`src/rtl/sdv_pkg.sv`:
```
// sdv_pkg: shared constants, register map and types of the step drive control block
// assumes a single 25 MHz clock and an Avalon-MM register slave
package sdv_pkg;
  // ---------------------------------------------------------------
  // register byte offsets
  // ---------------------------------------------------------------
  localparam logic [7:0] SDV_OFS_CTRL = 8'h00;
  localparam logic [7:0] SDV_OFS_STEPS_REV = 8'h04;
  localparam logic [7:0] SDV_OFS_SPEED = 8'h08;
  localparam logic [7:0] SDV_OFS_ALT_SPEED = 8'h0c;
  localparam logic [7:0] SDV_OFS_ACCEL = 8'h10;
  localparam logic [7:0] SDV_OFS_DECEL = 8'h14;
  localparam logic [7:0] SDV_OFS_ANALOG = 8'h18;
  localparam logic [7:0] SDV_OFS_FILTER = 8'h1c;
  localparam logic [7:0] SDV_OFS_SERIAL = 8'h20;
  localparam logic [7:0] SDV_OFS_OUTCMD = 8'h24;
  localparam logic [7:0] SDV_OFS_STATUS = 8'h28;
  localparam logic [7:0] SDV_OFS_POSITION = 8'h2c;
  localparam logic [7:0] SDV_OFS_REVS = 8'h30;
  localparam logic [7:0] SDV_OFS_FAULT = 8'h34;
  localparam logic [7:0] SDV_OFS_TXGO = 8'h38;
  localparam logic [31:0] SDV_UNMAPPED = 32'hdeadbeef;

  // ---------------------------------------------------------------
  // reset values
  // ---------------------------------------------------------------
  localparam logic [15:0] SDV_RST_STEPS_REV = 16'h4e20;
  localparam logic [15:0] SDV_RST_SPEED = 16'h0064;
  localparam logic [15:0] SDV_RST_ACCEL = 16'h0064;
  localparam logic [11:0] SDV_RST_DEADBAND = 12'h029;
  localparam logic [3:0] SDV_RST_FILT_SHIFT = 4'h4;
  localparam logic [7:0] SDV_RST_ADDR = 8'h31;
  localparam logic [15:0] SDV_RST_TXDLY_MS = 16'h000a;
  localparam int SDV_MAX_DROPS = 32;

  // ---------------------------------------------------------------
  // timing
  // ---------------------------------------------------------------
  localparam int SDV_CLK_HZ = 25000000;
  localparam int SDV_MS_PER_S = 1000;
  localparam int SDV_CYC_PER_MS = SDV_CLK_HZ / SDV_MS_PER_S;

  // ---------------------------------------------------------------
  // function selectors
  // ---------------------------------------------------------------
  typedef enum logic [2:0] {
    SDV_EN_NONE = 3'h0,
    SDV_EN_CLOSED = 3'h1,
    SDV_EN_OPEN = 3'h2,
    SDV_EN_RST_CLOSE = 3'h3,
    SDV_EN_RST_OPEN = 3'h4,
    SDV_EN_SPEED = 3'h5
  } sdv_gate_fn_t;

  typedef enum logic [2:0] {
    SDV_OUT_NONE = 3'h0,
    SDV_OUT_FAULT = 3'h1,
    SDV_OUT_BRAKE = 3'h2,
    SDV_OUT_MOTION = 3'h3,
    SDV_OUT_TACH = 3'h4
  } sdv_out_fn_t;

  typedef enum logic [1:0] {
    SDV_MODE_PULSE = 2'h0,
    SDV_MODE_VEL = 2'h1,
    SDV_MODE_HOST = 2'h2
  } sdv_mode_t;

  // host-side output commands
  typedef enum logic [1:0] {
    SDV_OCMD_DRIVE = 2'h0,
    SDV_OCMD_HIGH = 2'h1,
    SDV_OCMD_LOW = 2'h2
  } sdv_out_cmd_t;

  // control register fields
  typedef struct packed {
    logic [14:0] spare;
    logic analogOffsetEn;
    logic analogEn;
    logic runStopEn;
    logic cwPolarity;
    logic outInvert;
    sdv_out_fn_t outFn;
    sdv_gate_fn_t gateFn;
    sdv_mode_t mode;
    logic [3:0] spare2;
  } sdv_ctrl_t;

  // motion step request to the phase sequencer
  typedef struct packed {
    logic step;
    logic dirCw;
  } sdv_step_t;

  // Avalon-MM slave request
  typedef struct packed {
    logic read;
    logic write;
    logic [7:0] address;
    logic [31:0] writedata;
  } sdv_avm_req_t;
endpackage

```
`src/rtl/sdv_step_drive.sv`:
```
// sdv_step_drive: control logic of a step motor drive
// assumes pins arrive asynchronous, analog samples come from a 12-bit converter
// Operation
// - steps-per-rev pulses make exactly one motor revolution
// - enable-when-closed energises motor while input closed
// - enable-when-open energises motor while input open
// - alarm reset clears latched fault on chosen input edge
// - unassigned input state stays readable by status queries
// - fault output closes, or opens inverted, while fault present
// - brake output releases brake with selectable polarity
// - motion output closed, or open inverted, while moving
// - tach output pulses with motor position advance
// - unassigned output set, raised or lowered by host commands
// - velocity run/stop runs while pulse input closed
// - without run/stop run always, zero analog gives no motion
// - velocity direction from rotation-sense input, flipped by analog sign below offset when offset enabled
// - fixed speed with separate accel and decel ramps
// - analog speed linear, maximum at full-scale input
// - nonzero offset is zero speed, bidirectional, half max speed
// - deadband window around zero or offset holds motor stopped
// - 12-bit analog filtered by configurable low-pass
// - speed-change input selects alternate speed while closed
// - single-character address, up to 32 drives per link
// - reply waits configurable transmit delay; host drops driver
// - pulse mode speed from pulses, direction from level
//
// Chosen here: register access over Avalon-MM and the address map.
`timescale 1ns/10ps
module sdv_step_drive
  import sdv_pkg::*;
#(
  parameter int CLK_HZ = SDV_CLK_HZ
) (
  input wire logic clk, // 25 MHz clock
  input wire logic rst, // sync reset, high
  input wire sdv_pkg::sdv_avm_req_t avm, // avalon request
  output logic avmWaitrequest, // avalon wait
  output logic [31:0] avmReaddata, // avalon read data
  input wire logic pulsePin, // step / run-stop pin
  input wire logic dirPin, // rotation sense pin
  input wire logic gatePin, // motor-gate pin, high = closed
  input wire logic [11:0] analogSample, // converter sample
  input wire logic analogValid, // sample strobe
  input wire logic faultIn, // fault condition from power stage
  input wire logic moving, // motor moving flag
  input wire logic replyReq, // serial reply ready
  output logic txEnable, // serial driver enable
  output logic outPin, // output, high = closed
  output logic motorEnable, // energise motor
  output sdv_pkg::sdv_step_t motorStep, // step request
  output logic [15:0] stepsRevCount // position within revolution
);
  sdv_ctrl_t ctrl_reg;
  logic [15:0] stepsRev_reg, speed_reg, altSpeed_reg, accel_reg, decel_reg;
  logic [11:0] offset_reg, deadband_reg;
  logic [3:0] filtShift_reg;
  logic [7:0] addr_reg;
  logic [15:0] txDelay_reg;
  logic outSw_reg, faultLatch_reg, tach_reg, rdValid_reg;
  logic [31:0] revs_reg;
  logic [2:0] pulseSync, dirSync, gateSync;
  logic [23:0] filt_reg;
  logic [31:0] txCnt_reg;
  logic gate, gatePrev, pulse, pulsePrev, dir;
  logic alarmClear;
  logic [11:0] filtVal, mag;
  logic magNeg;
  logic [27:0] anaProd;
  logic [15:0] velTarget, velCur;
  logic velTick, velRun, wr, rd;
  sdv_step_t stepNext;

  typedef enum logic [2:0] {
    TX_IDLE = 3'b001,
    TX_WAIT = 3'b010,
    TX_SEND = 3'b100
  } sdv_tx_t;
  sdv_tx_t tx_reg;

  // ---------------------------------------------------------------
  // pin synchronisers
  // ---------------------------------------------------------------
  always_ff @(posedge clk) begin
    if (rst) begin
      pulseSync <= 3'h0;
      dirSync <= 3'h0;
      gateSync <= 3'h0;
    end else begin
      pulseSync <= {pulseSync[1:0], pulsePin};
      dirSync <= {dirSync[1:0], dirPin};
      gateSync <= {gateSync[1:0], gatePin};
    end
  end
  assign pulse = pulseSync[1];
  assign pulsePrev = pulseSync[2];
  assign gate = gateSync[1];
  assign gatePrev = gateSync[2];
  assign dir = dirSync[1] ^ ctrl_reg.cwPolarity;

  // ---------------------------------------------------------------
  // avalon slave, one wait state on reads
  // ---------------------------------------------------------------
  // read data registered first, then released with waitrequest low
  assign avmWaitrequest = rd && !rdValid_reg;
  assign wr = avm.write;
  assign rd = avm.read;

  always_ff @(posedge clk) begin
    if (rst) begin
      ctrl_reg <= '0;
      stepsRev_reg <= SDV_RST_STEPS_REV;
      speed_reg <= SDV_RST_SPEED;
      altSpeed_reg <= SDV_RST_SPEED;
      accel_reg <= SDV_RST_ACCEL;
      decel_reg <= SDV_RST_ACCEL;
      offset_reg <= 12'h000;
      deadband_reg <= SDV_RST_DEADBAND;
      filtShift_reg <= SDV_RST_FILT_SHIFT;
      addr_reg <= SDV_RST_ADDR;
      txDelay_reg <= SDV_RST_TXDLY_MS;
    end else if (wr) begin
      case (avm.address)
        SDV_OFS_CTRL: ctrl_reg <= avm.writedata;
        SDV_OFS_STEPS_REV: stepsRev_reg <= avm.writedata[15:0];
        SDV_OFS_SPEED: speed_reg <= avm.writedata[15:0];
        SDV_OFS_ALT_SPEED: altSpeed_reg <= avm.writedata[15:0];
        SDV_OFS_ACCEL: accel_reg <= avm.writedata[15:0];
        SDV_OFS_DECEL: decel_reg <= avm.writedata[15:0];
        SDV_OFS_ANALOG: begin
          offset_reg <= avm.writedata[11:0];
          deadband_reg <= avm.writedata[27:16];
        end
        SDV_OFS_FILTER: filtShift_reg <= avm.writedata[3:0];
        SDV_OFS_SERIAL: begin
          addr_reg <= avm.writedata[7:0];
          txDelay_reg <= avm.writedata[31:16];
        end
        default: ;
      endcase
    end
  end

  // host output commands, drive / high / low
  always_ff @(posedge clk) begin
    if (rst) begin
      outSw_reg <= 1'b0;
    end else if (wr && avm.address == SDV_OFS_OUTCMD) begin
      case (sdv_out_cmd_t'(avm.writedata[1:0]))
        SDV_OCMD_DRIVE: outSw_reg <= avm.writedata[4];
        SDV_OCMD_HIGH: outSw_reg <= 1'b1;
        SDV_OCMD_LOW: outSw_reg <= 1'b0;
        default: ;
      endcase
    end
  end

  always_ff @(posedge clk) begin
    if (rst) begin
      avmReaddata <= 32'h00000000;
      rdValid_reg <= 1'b0;
    end else begin
      rdValid_reg <= rd && !rdValid_reg;
      if (rd && !rdValid_reg) begin
        case (avm.address)
          SDV_OFS_CTRL: avmReaddata <= ctrl_reg;
          SDV_OFS_STEPS_REV: avmReaddata <= {16'h0000, stepsRev_reg};
          SDV_OFS_SPEED: avmReaddata <= {16'h0000, speed_reg};
          SDV_OFS_ALT_SPEED: avmReaddata <= {16'h0000, altSpeed_reg};
          SDV_OFS_ACCEL: avmReaddata <= {16'h0000, accel_reg};
          SDV_OFS_DECEL: avmReaddata <= {16'h0000, decel_reg};
          SDV_OFS_ANALOG: avmReaddata <= {4'h0, deadband_reg, 4'h0, offset_reg};
          SDV_OFS_FILTER: avmReaddata <= {28'h0000000, filtShift_reg};
          SDV_OFS_SERIAL: avmReaddata <= {txDelay_reg, 8'h00, addr_reg};
          SDV_OFS_OUTCMD: avmReaddata <= {31'h00000000, outSw_reg};
          // input status query: gate, dir, pulse levels
          SDV_OFS_STATUS: avmReaddata <= {velCur, 8'h00, 2'h0, motorEnable, outPin,
                                          faultLatch_reg, gate, dirSync[1], pulse};
          SDV_OFS_POSITION: avmReaddata <= {16'h0000, stepsRevCount};
          SDV_OFS_REVS: avmReaddata <= revs_reg;
          SDV_OFS_FAULT: avmReaddata <= {31'h00000000, faultLatch_reg};
          SDV_OFS_TXGO: avmReaddata <= {29'h00000000, tx_reg};
          default: avmReaddata <= SDV_UNMAPPED;
        endcase
      end
    end
  end

  // ---------------------------------------------------------------
  // alarm latch and reset on gate edge
  // ---------------------------------------------------------------
  assign alarmClear = (ctrl_reg.gateFn == SDV_EN_RST_CLOSE && gate && !gatePrev)
                   || (ctrl_reg.gateFn == SDV_EN_RST_OPEN && !gate && gatePrev);
  always_ff @(posedge clk) begin
    if (rst) begin
      faultLatch_reg <= 1'b0;
    end else if (faultIn) begin
      faultLatch_reg <= 1'b1; // set wins over clear
    end else if (alarmClear || (wr && avm.address == SDV_OFS_FAULT && avm.writedata[0])) begin
      faultLatch_reg <= 1'b0;
    end
  end

  // ---------------------------------------------------------------
  // motor enable
  // ---------------------------------------------------------------
  always_ff @(posedge clk) begin
    if (rst) begin
      motorEnable <= 1'b0;
    end else begin
      case (ctrl_reg.gateFn)
        SDV_EN_CLOSED: motorEnable <= gate && !faultLatch_reg;
        SDV_EN_OPEN: motorEnable <= !gate && !faultLatch_reg;
        default: motorEnable <= !faultLatch_reg;
      endcase
    end
  end

  // ---------------------------------------------------------------
  // analog filter, deadband, offset and scaling
  // ---------------------------------------------------------------
  always_ff @(posedge clk) begin
    if (rst) begin
      filt_reg <= 24'h000000;
    end else if (analogValid) begin
      // first-order low-pass, cutoff set by shift
      filt_reg <= filt_reg - (filt_reg >> filtShift_reg) + {12'h000, analogSample};
    end
  end
  assign filtVal = 12'(filt_reg >> filtShift_reg);

  always_comb begin
    magNeg = 1'b0;
    mag = filtVal;
    if (ctrl_reg.analogOffsetEn) begin
      magNeg = filtVal < offset_reg;
      mag = magNeg ? offset_reg - filtVal : filtVal - offset_reg;
    end
    if (mag <= deadband_reg) begin
      mag = 12'h000;
    end
  end
  // linear scale, full scale 4095 gives configured speed half with offset
  assign anaProd = {12'h000, speed_reg} * {16'h0000, mag};
  always_comb begin
    velTarget = 16'(anaProd / 28'hfff);
    if (ctrl_reg.analogOffsetEn && velTarget > (speed_reg >> 1)) begin
      velTarget = speed_reg >> 1;
    end
    if (!ctrl_reg.analogEn) begin
      velTarget = (ctrl_reg.gateFn == SDV_EN_SPEED && gate) ? altSpeed_reg : speed_reg;
    end
    velRun = ctrl_reg.runStopEn ? pulse : 1'b1;
    if (!velRun || ctrl_reg.mode != SDV_MODE_VEL) begin
      velTarget = 16'h0000;
    end
  end

  sdv_vel_gen #(
    .CLK_HZ(CLK_HZ)
  ) u_vel (
    .clk(clk),
    .rst(rst),
    .targetSpeed(velTarget),
    .accelRate(accel_reg),
    .decelRate(decel_reg),
    .curSpeed(velCur),
    .stepPulse(velTick)
  );

  // ---------------------------------------------------------------
  // step selection and position
  // ---------------------------------------------------------------
  always_comb begin
    stepNext.dirCw = dir;
    if (ctrl_reg.mode == SDV_MODE_VEL) begin
      stepNext.step = velTick;
      if (ctrl_reg.analogOffsetEn && ctrl_reg.analogEn) begin
        stepNext.dirCw = dir ^ magNeg;
      end
    end else begin
      stepNext.step = pulse && !pulsePrev;
    end
    if (!motorEnable) begin
      stepNext.step = 1'b0;
    end
  end

  always_ff @(posedge clk) begin
    if (rst) begin
      motorStep <= '0;
      stepsRevCount <= 16'h0000;
      revs_reg <= 32'h00000000;
      tach_reg <= 1'b0;
    end else begin
      motorStep <= stepNext;
      if (stepNext.step) begin
        tach_reg <= !tach_reg;
        if (stepsRevCount >= stepsRev_reg - 16'h0001) begin
          stepsRevCount <= 16'h0000;
          revs_reg <= revs_reg + 32'h00000001;
        end else begin
          stepsRevCount <= stepsRevCount + 16'h0001;
        end
      end
    end
  end

  // ---------------------------------------------------------------
  // output function
  // ---------------------------------------------------------------
  always_ff @(posedge clk) begin
    if (rst) begin
      outPin <= 1'b0;
    end else begin
      case (ctrl_reg.outFn)
        SDV_OUT_FAULT: outPin <= faultLatch_reg ^ ctrl_reg.outInvert;
        SDV_OUT_BRAKE: outPin <= motorEnable ^ ctrl_reg.outInvert;
        SDV_OUT_MOTION: outPin <= moving ^ ctrl_reg.outInvert;
        SDV_OUT_TACH: outPin <= tach_reg;
        default: outPin <= outSw_reg;
      endcase
    end
  end

  // ---------------------------------------------------------------
  // transmit turnaround delay
  // ---------------------------------------------------------------
  always_ff @(posedge clk) begin
    if (rst) begin
      tx_reg <= TX_IDLE;
      txCnt_reg <= 32'h00000000;
    end else begin
      case (tx_reg)
        TX_IDLE: if (replyReq) begin
          tx_reg <= TX_WAIT;
          txCnt_reg <= 32'(txDelay_reg) * 32'(CLK_HZ / SDV_MS_PER_S);
        end
        TX_WAIT: if (txCnt_reg == 32'h00000000) begin
          tx_reg <= TX_SEND;
        end else begin
          txCnt_reg <= txCnt_reg - 32'h00000001;
        end
        TX_SEND: if (!replyReq) begin
          tx_reg <= TX_IDLE;
        end
        default: tx_reg <= TX_IDLE;
      endcase
    end
  end
  assign txEnable = (tx_reg == TX_SEND);
endmodule

```
`src/rtl/sdv_vel_gen.sv`:
```
// sdv_vel_gen: speed ramp and step-rate generator
// assumes target speed in steps per second and rates in steps per second per millisecond
`timescale 1ns/10ps
module sdv_vel_gen #(
  parameter int CLK_HZ = 25000000
) (
  input wire logic clk, // system clock
  input wire logic rst, // sync reset
  input wire logic [15:0] targetSpeed, // steps per second wanted
  input wire logic [15:0] accelRate, // speed rise per ms
  input wire logic [15:0] decelRate, // speed fall per ms
  output logic [15:0] curSpeed, // present speed
  output logic stepPulse // one-cycle step tick
);
  localparam int MS_CYC = CLK_HZ / 1000;
  logic [31:0] phaseReg;
  logic [15:0] msCntReg;
  logic [16:0] sumUp;
  logic [31:0] phaseNext;

  // ---------------------------------------------------------------
  // ramp once a millisecond
  // ---------------------------------------------------------------
  assign sumUp = {1'b0, curSpeed} + {1'b0, accelRate};
  always_ff @(posedge clk) begin
    if (rst) begin
      msCntReg <= 16'h0000;
      curSpeed <= 16'h0000;
    end else if (msCntReg == 16'(MS_CYC - 1)) begin
      msCntReg <= 16'h0000;
      if (curSpeed < targetSpeed) begin
        curSpeed <= (sumUp > {1'b0, targetSpeed}) ? targetSpeed : sumUp[15:0];
      end else if (curSpeed > targetSpeed) begin
        curSpeed <= (curSpeed - targetSpeed < decelRate) ? targetSpeed : curSpeed - decelRate;
      end
    end else begin
      msCntReg <= msCntReg + 16'h0001;
    end
  end

  // ---------------------------------------------------------------
  // step rate accumulator
  // ---------------------------------------------------------------
  assign phaseNext = phaseReg + {16'h0000, curSpeed};
  always_ff @(posedge clk) begin
    if (rst) begin
      phaseReg <= 32'h00000000;
      stepPulse <= 1'b0;
    end else if (phaseNext >= 32'(CLK_HZ)) begin
      phaseReg <= phaseNext - 32'(CLK_HZ);
      stepPulse <= 1'b1;
    end else begin
      phaseReg <= phaseNext;
      stepPulse <= 1'b0;
    end
  end
endmodule

```
`config.mk`:
```
export PLATFORM = sky130hd
export DESIGN_NAME = sdv_step_drive
export DESIGN_NICKNAME = d
export VERILOG_FILES = /design/src/rtl/sdv_pkg.sv /design/src/rtl/sdv_step_drive.sv /design/src/rtl/sdv_vel_gen.sv
export SDC_FILE = /design/constraint.sdc
export NUM_CORES = 2
export LEC_CHECK = 0
export BUFFER_PORTS_ARGS = -buffer_cell sky130_fd_sc_hd__buf_4
export CORE_UTILIZATION = 60
export DETAILED_ROUTE_END_ITERATION = 10
export GPL_TIMING_DRIVEN = 0
export PLACE_DENSITY = 0.87
export SLEW_MARGIN = 20
export SYNTH_ARGS = -nofsm -noshare
export SYNTH_HDL_FRONTEND = slang
export SYNTH_SLANG_ARGS = --single-unit
export TNS_END_PERCENT = 10
```
`constraint.sdc`:
```
create_clock -name clk -period 35 [get_ports clk]
set_input_delay 3.5 -clock clk [delete_from_list [all_inputs] [get_ports clk]]
set_output_delay 3.5 -clock clk [all_outputs]
set_load 0.03 [all_outputs]
```
==> flow_summary.ini <==
[final_layout]
drive_gt1_frac = 0.104
fin_util = 0.680
instances_no_fill = 6518
final_cell_mix = 787 x nand2_1, 454 x inv_1, 387 x a21oi_1, 382 x dfxtp_1, 374 x nor2_1
area_delta_synth_final_pct = 12.3
final_common_cell = nand2_1
finalNetCount = 6189
fin_area_um2 = 46600

[route]
wire_per_inst_um = 22.4
wirelength_mm = 146
post-route-drc-count = 0
routed_via_density = 6.48
dr.pass1.iters = 6
via_count = 42200
ant_nets = 0
drtIter0Drc = 4593

[setup_path]
crit_start = filtShift_reg[0]
cp.arrival_ns = 34.30
slowest_delay_ns = 0.59
cp_max_fo = 10
crit_type = reg -> reg
worstReg2RegStart = filtShift_reg[0]
critPathRequiredTime_ns = 35.48
worst_setup_path_end_kind = flop
path_common_cell = a21o_1
start_kind = flop
crit_path_top_delay_cell = or4b_4
rr_worst_depth = 140
r2r-end = u_vel.curSpeed[0]
timing.reg2reg.setup_slack_ns = 1.17

[die]
io-pin-count = 117
row_count = 96
die-area_um2 = 70300
core_area_um2 = 68600
initial_core_util = 0.606
die_w_um = 265
die_h_um = 265

[cts]
clock-sinks = 384
htreeDepth = 2
cts_tree = built
holdBufCountCts = 0
path_clk_slew_ns = 0.06
cts_buffers = 43
root_buffer = clkbuf_16
cts_max_path_buffers = 3
clock_latency_ns = 0.60

[power]
powerDensity_nw_per_um2 = 52.0
cellLeakagePower_nw = 20.0
total_power_mw = 2.42
ir_worst_vdd_v = 0.0000403

[global_route]
grt_use_met1 = 0.492
grt_antenna_before_repair = 2
met3_usage = 0.0718
gr-total-overflow = 0
grt_pass1_vias = 40000
grtUsageTotal = 0.398
grt_first_pass_wirelength_mm = 221
met2_usage = 0.645
grt_max_degree = 14
grt.busiest_layer = met2

[timing]
period_needed_ns = 33.83
slew_viol_final = 0
hold_viol = 0
max_freq_ghz = 0.0296
slew_headroom = 0.278
timing.hold.ws_ns = 0.438
skew_ns = 0.0380
setup_viol = 0
tns_ns = 0
min_period_over_period = 0.966
worstMarginPinSlew_ns = 1.08
setup_ws_ns = 1.17

[yosys]
syn-cell-area_um2 = 41500
syn_inst = 5347
synth_seq_area_share = 0.185
avgSynthCellArea_um2 = 7.77
ys.warnings.count = 0
synthArstFlopShare = 0
synth_edf_count = 0
syn-num-nets = 5985
synth_seq_cells = 384
yosys_most_used_dff = dfxtp_1
ys_types = 136

[hold_path]
min_to = pulseSync[1]
hold_path_class = reg -> reg
min_from = pulseSync[0]
min_delay_path_depth = 1

[job]
maxCapViolations = 0

[place]
place_ws_ns = -2.80
dp_cells = 6387
placed_area_um2 = 43500
place_congestion = 1.05
port_buffers = 109
hpwl_mm = 112

[status]
status = finished, final reports clean
-- power by group --
part / switching, mW / internal [mW] / total [mW]
Sequential: 0.0261 / 0.464 / 0.490
Combinational: 0.893 / 0.532 / 1.43
Clock: 0.203 / 0.304 / 0.507
-- Yosys cell counts, drive strengths merged (61+ instances only) --
master | instances | share of area
xor2 | 136 | 0.029
and2 | 109 | 0.016
ha | 373 | 0.11
nor2 | 387 | 0.036
dfxtp | 384 | 0.19
nor3 | 125 | 0.016
mux2i | 94 | 0.023
xnor2 | 140 | 0.030
inv | 458 | 0.041
nor2b | 61 | 0.0092
o21ai | 175 | 0.022
a21o | 105 | 0.019
a22oi | 62 | 0.011
nand3 | 121 | 0.015
fa | 202 | 0.097
nand2 | 792 | 0.072
clkbuf | 211 | 0.019
nand4 | 68 | 0.011
a21oi | 402 | 0.049
-- cells by family after synthesis --
| kind of cell | Yosys count | share of synthesized area |
|---|---|---|
| compound gates | 1269 | 0.210 |
| simple gates | 1992 | 0.233 |
| mux | 133 | 0.0365 |
| xor+xnor | 277 | 0.0591 |
| fa+ha+maj | 578 | 0.210 |
| flops | 384 | 0.185 |
| buf+inv | 714 | 0.0666 |
-- how the worst max path moves through the flow --
stage                          to  depth (start not counted)
2_1_floorplan   u_vel.curSpeed[0]                        141
3_3_place_gp    u_vel.curSpeed[0]                        143
3_5_place_dp   u_vel.curSpeed[10]                        142
4_1_cts        u_vel.curSpeed[10]                        138
5_1_grt         u_vel.curSpeed[8]                        145
6_report        u_vel.curSpeed[0]                        140
-- repair_timing --
| action | 4_1_cts | 5_1_grt |
|---|---|---|
| pin swaps | 2 | 29 |
| endpoints found under the setup margin | 16 | 16 |
| gates resized for setup | 63 | 197 |
| setup buffers | 3 | 52 |
-- routing by layer --
metal	wire length, µm	vias up
met3	14400	600
li1	-	19200
met2	65500	2398
met5	28	-
met1	55700	20100
met4	10300	4
-- cell type report --
type,instances,area [µm²]
flip-flops and latches,384,7690
well taps,931,1160
multi-input cells,4249,32200
plain buffers,250,1100
inverters,459,1720
clock inverters,12,208
repair buffers,164,1230
clock buffers,66,1360
diodes,3,7.51
fillers,5556,21900
-- worst max-delay path, delay by kind of cell, from the launching register on --
family | cells | cell delay (ns)
compound gates | 67 | 14.67
xor+xnor | 2 | 0.23
simple gates | 38 | 8.74
fa+ha+maj | 12 | 4.52
mux | 6 | 2.10
buf+inv | 15 | 2.93
flops | 1 | 0.43
(Power assumes the default switching activity.)
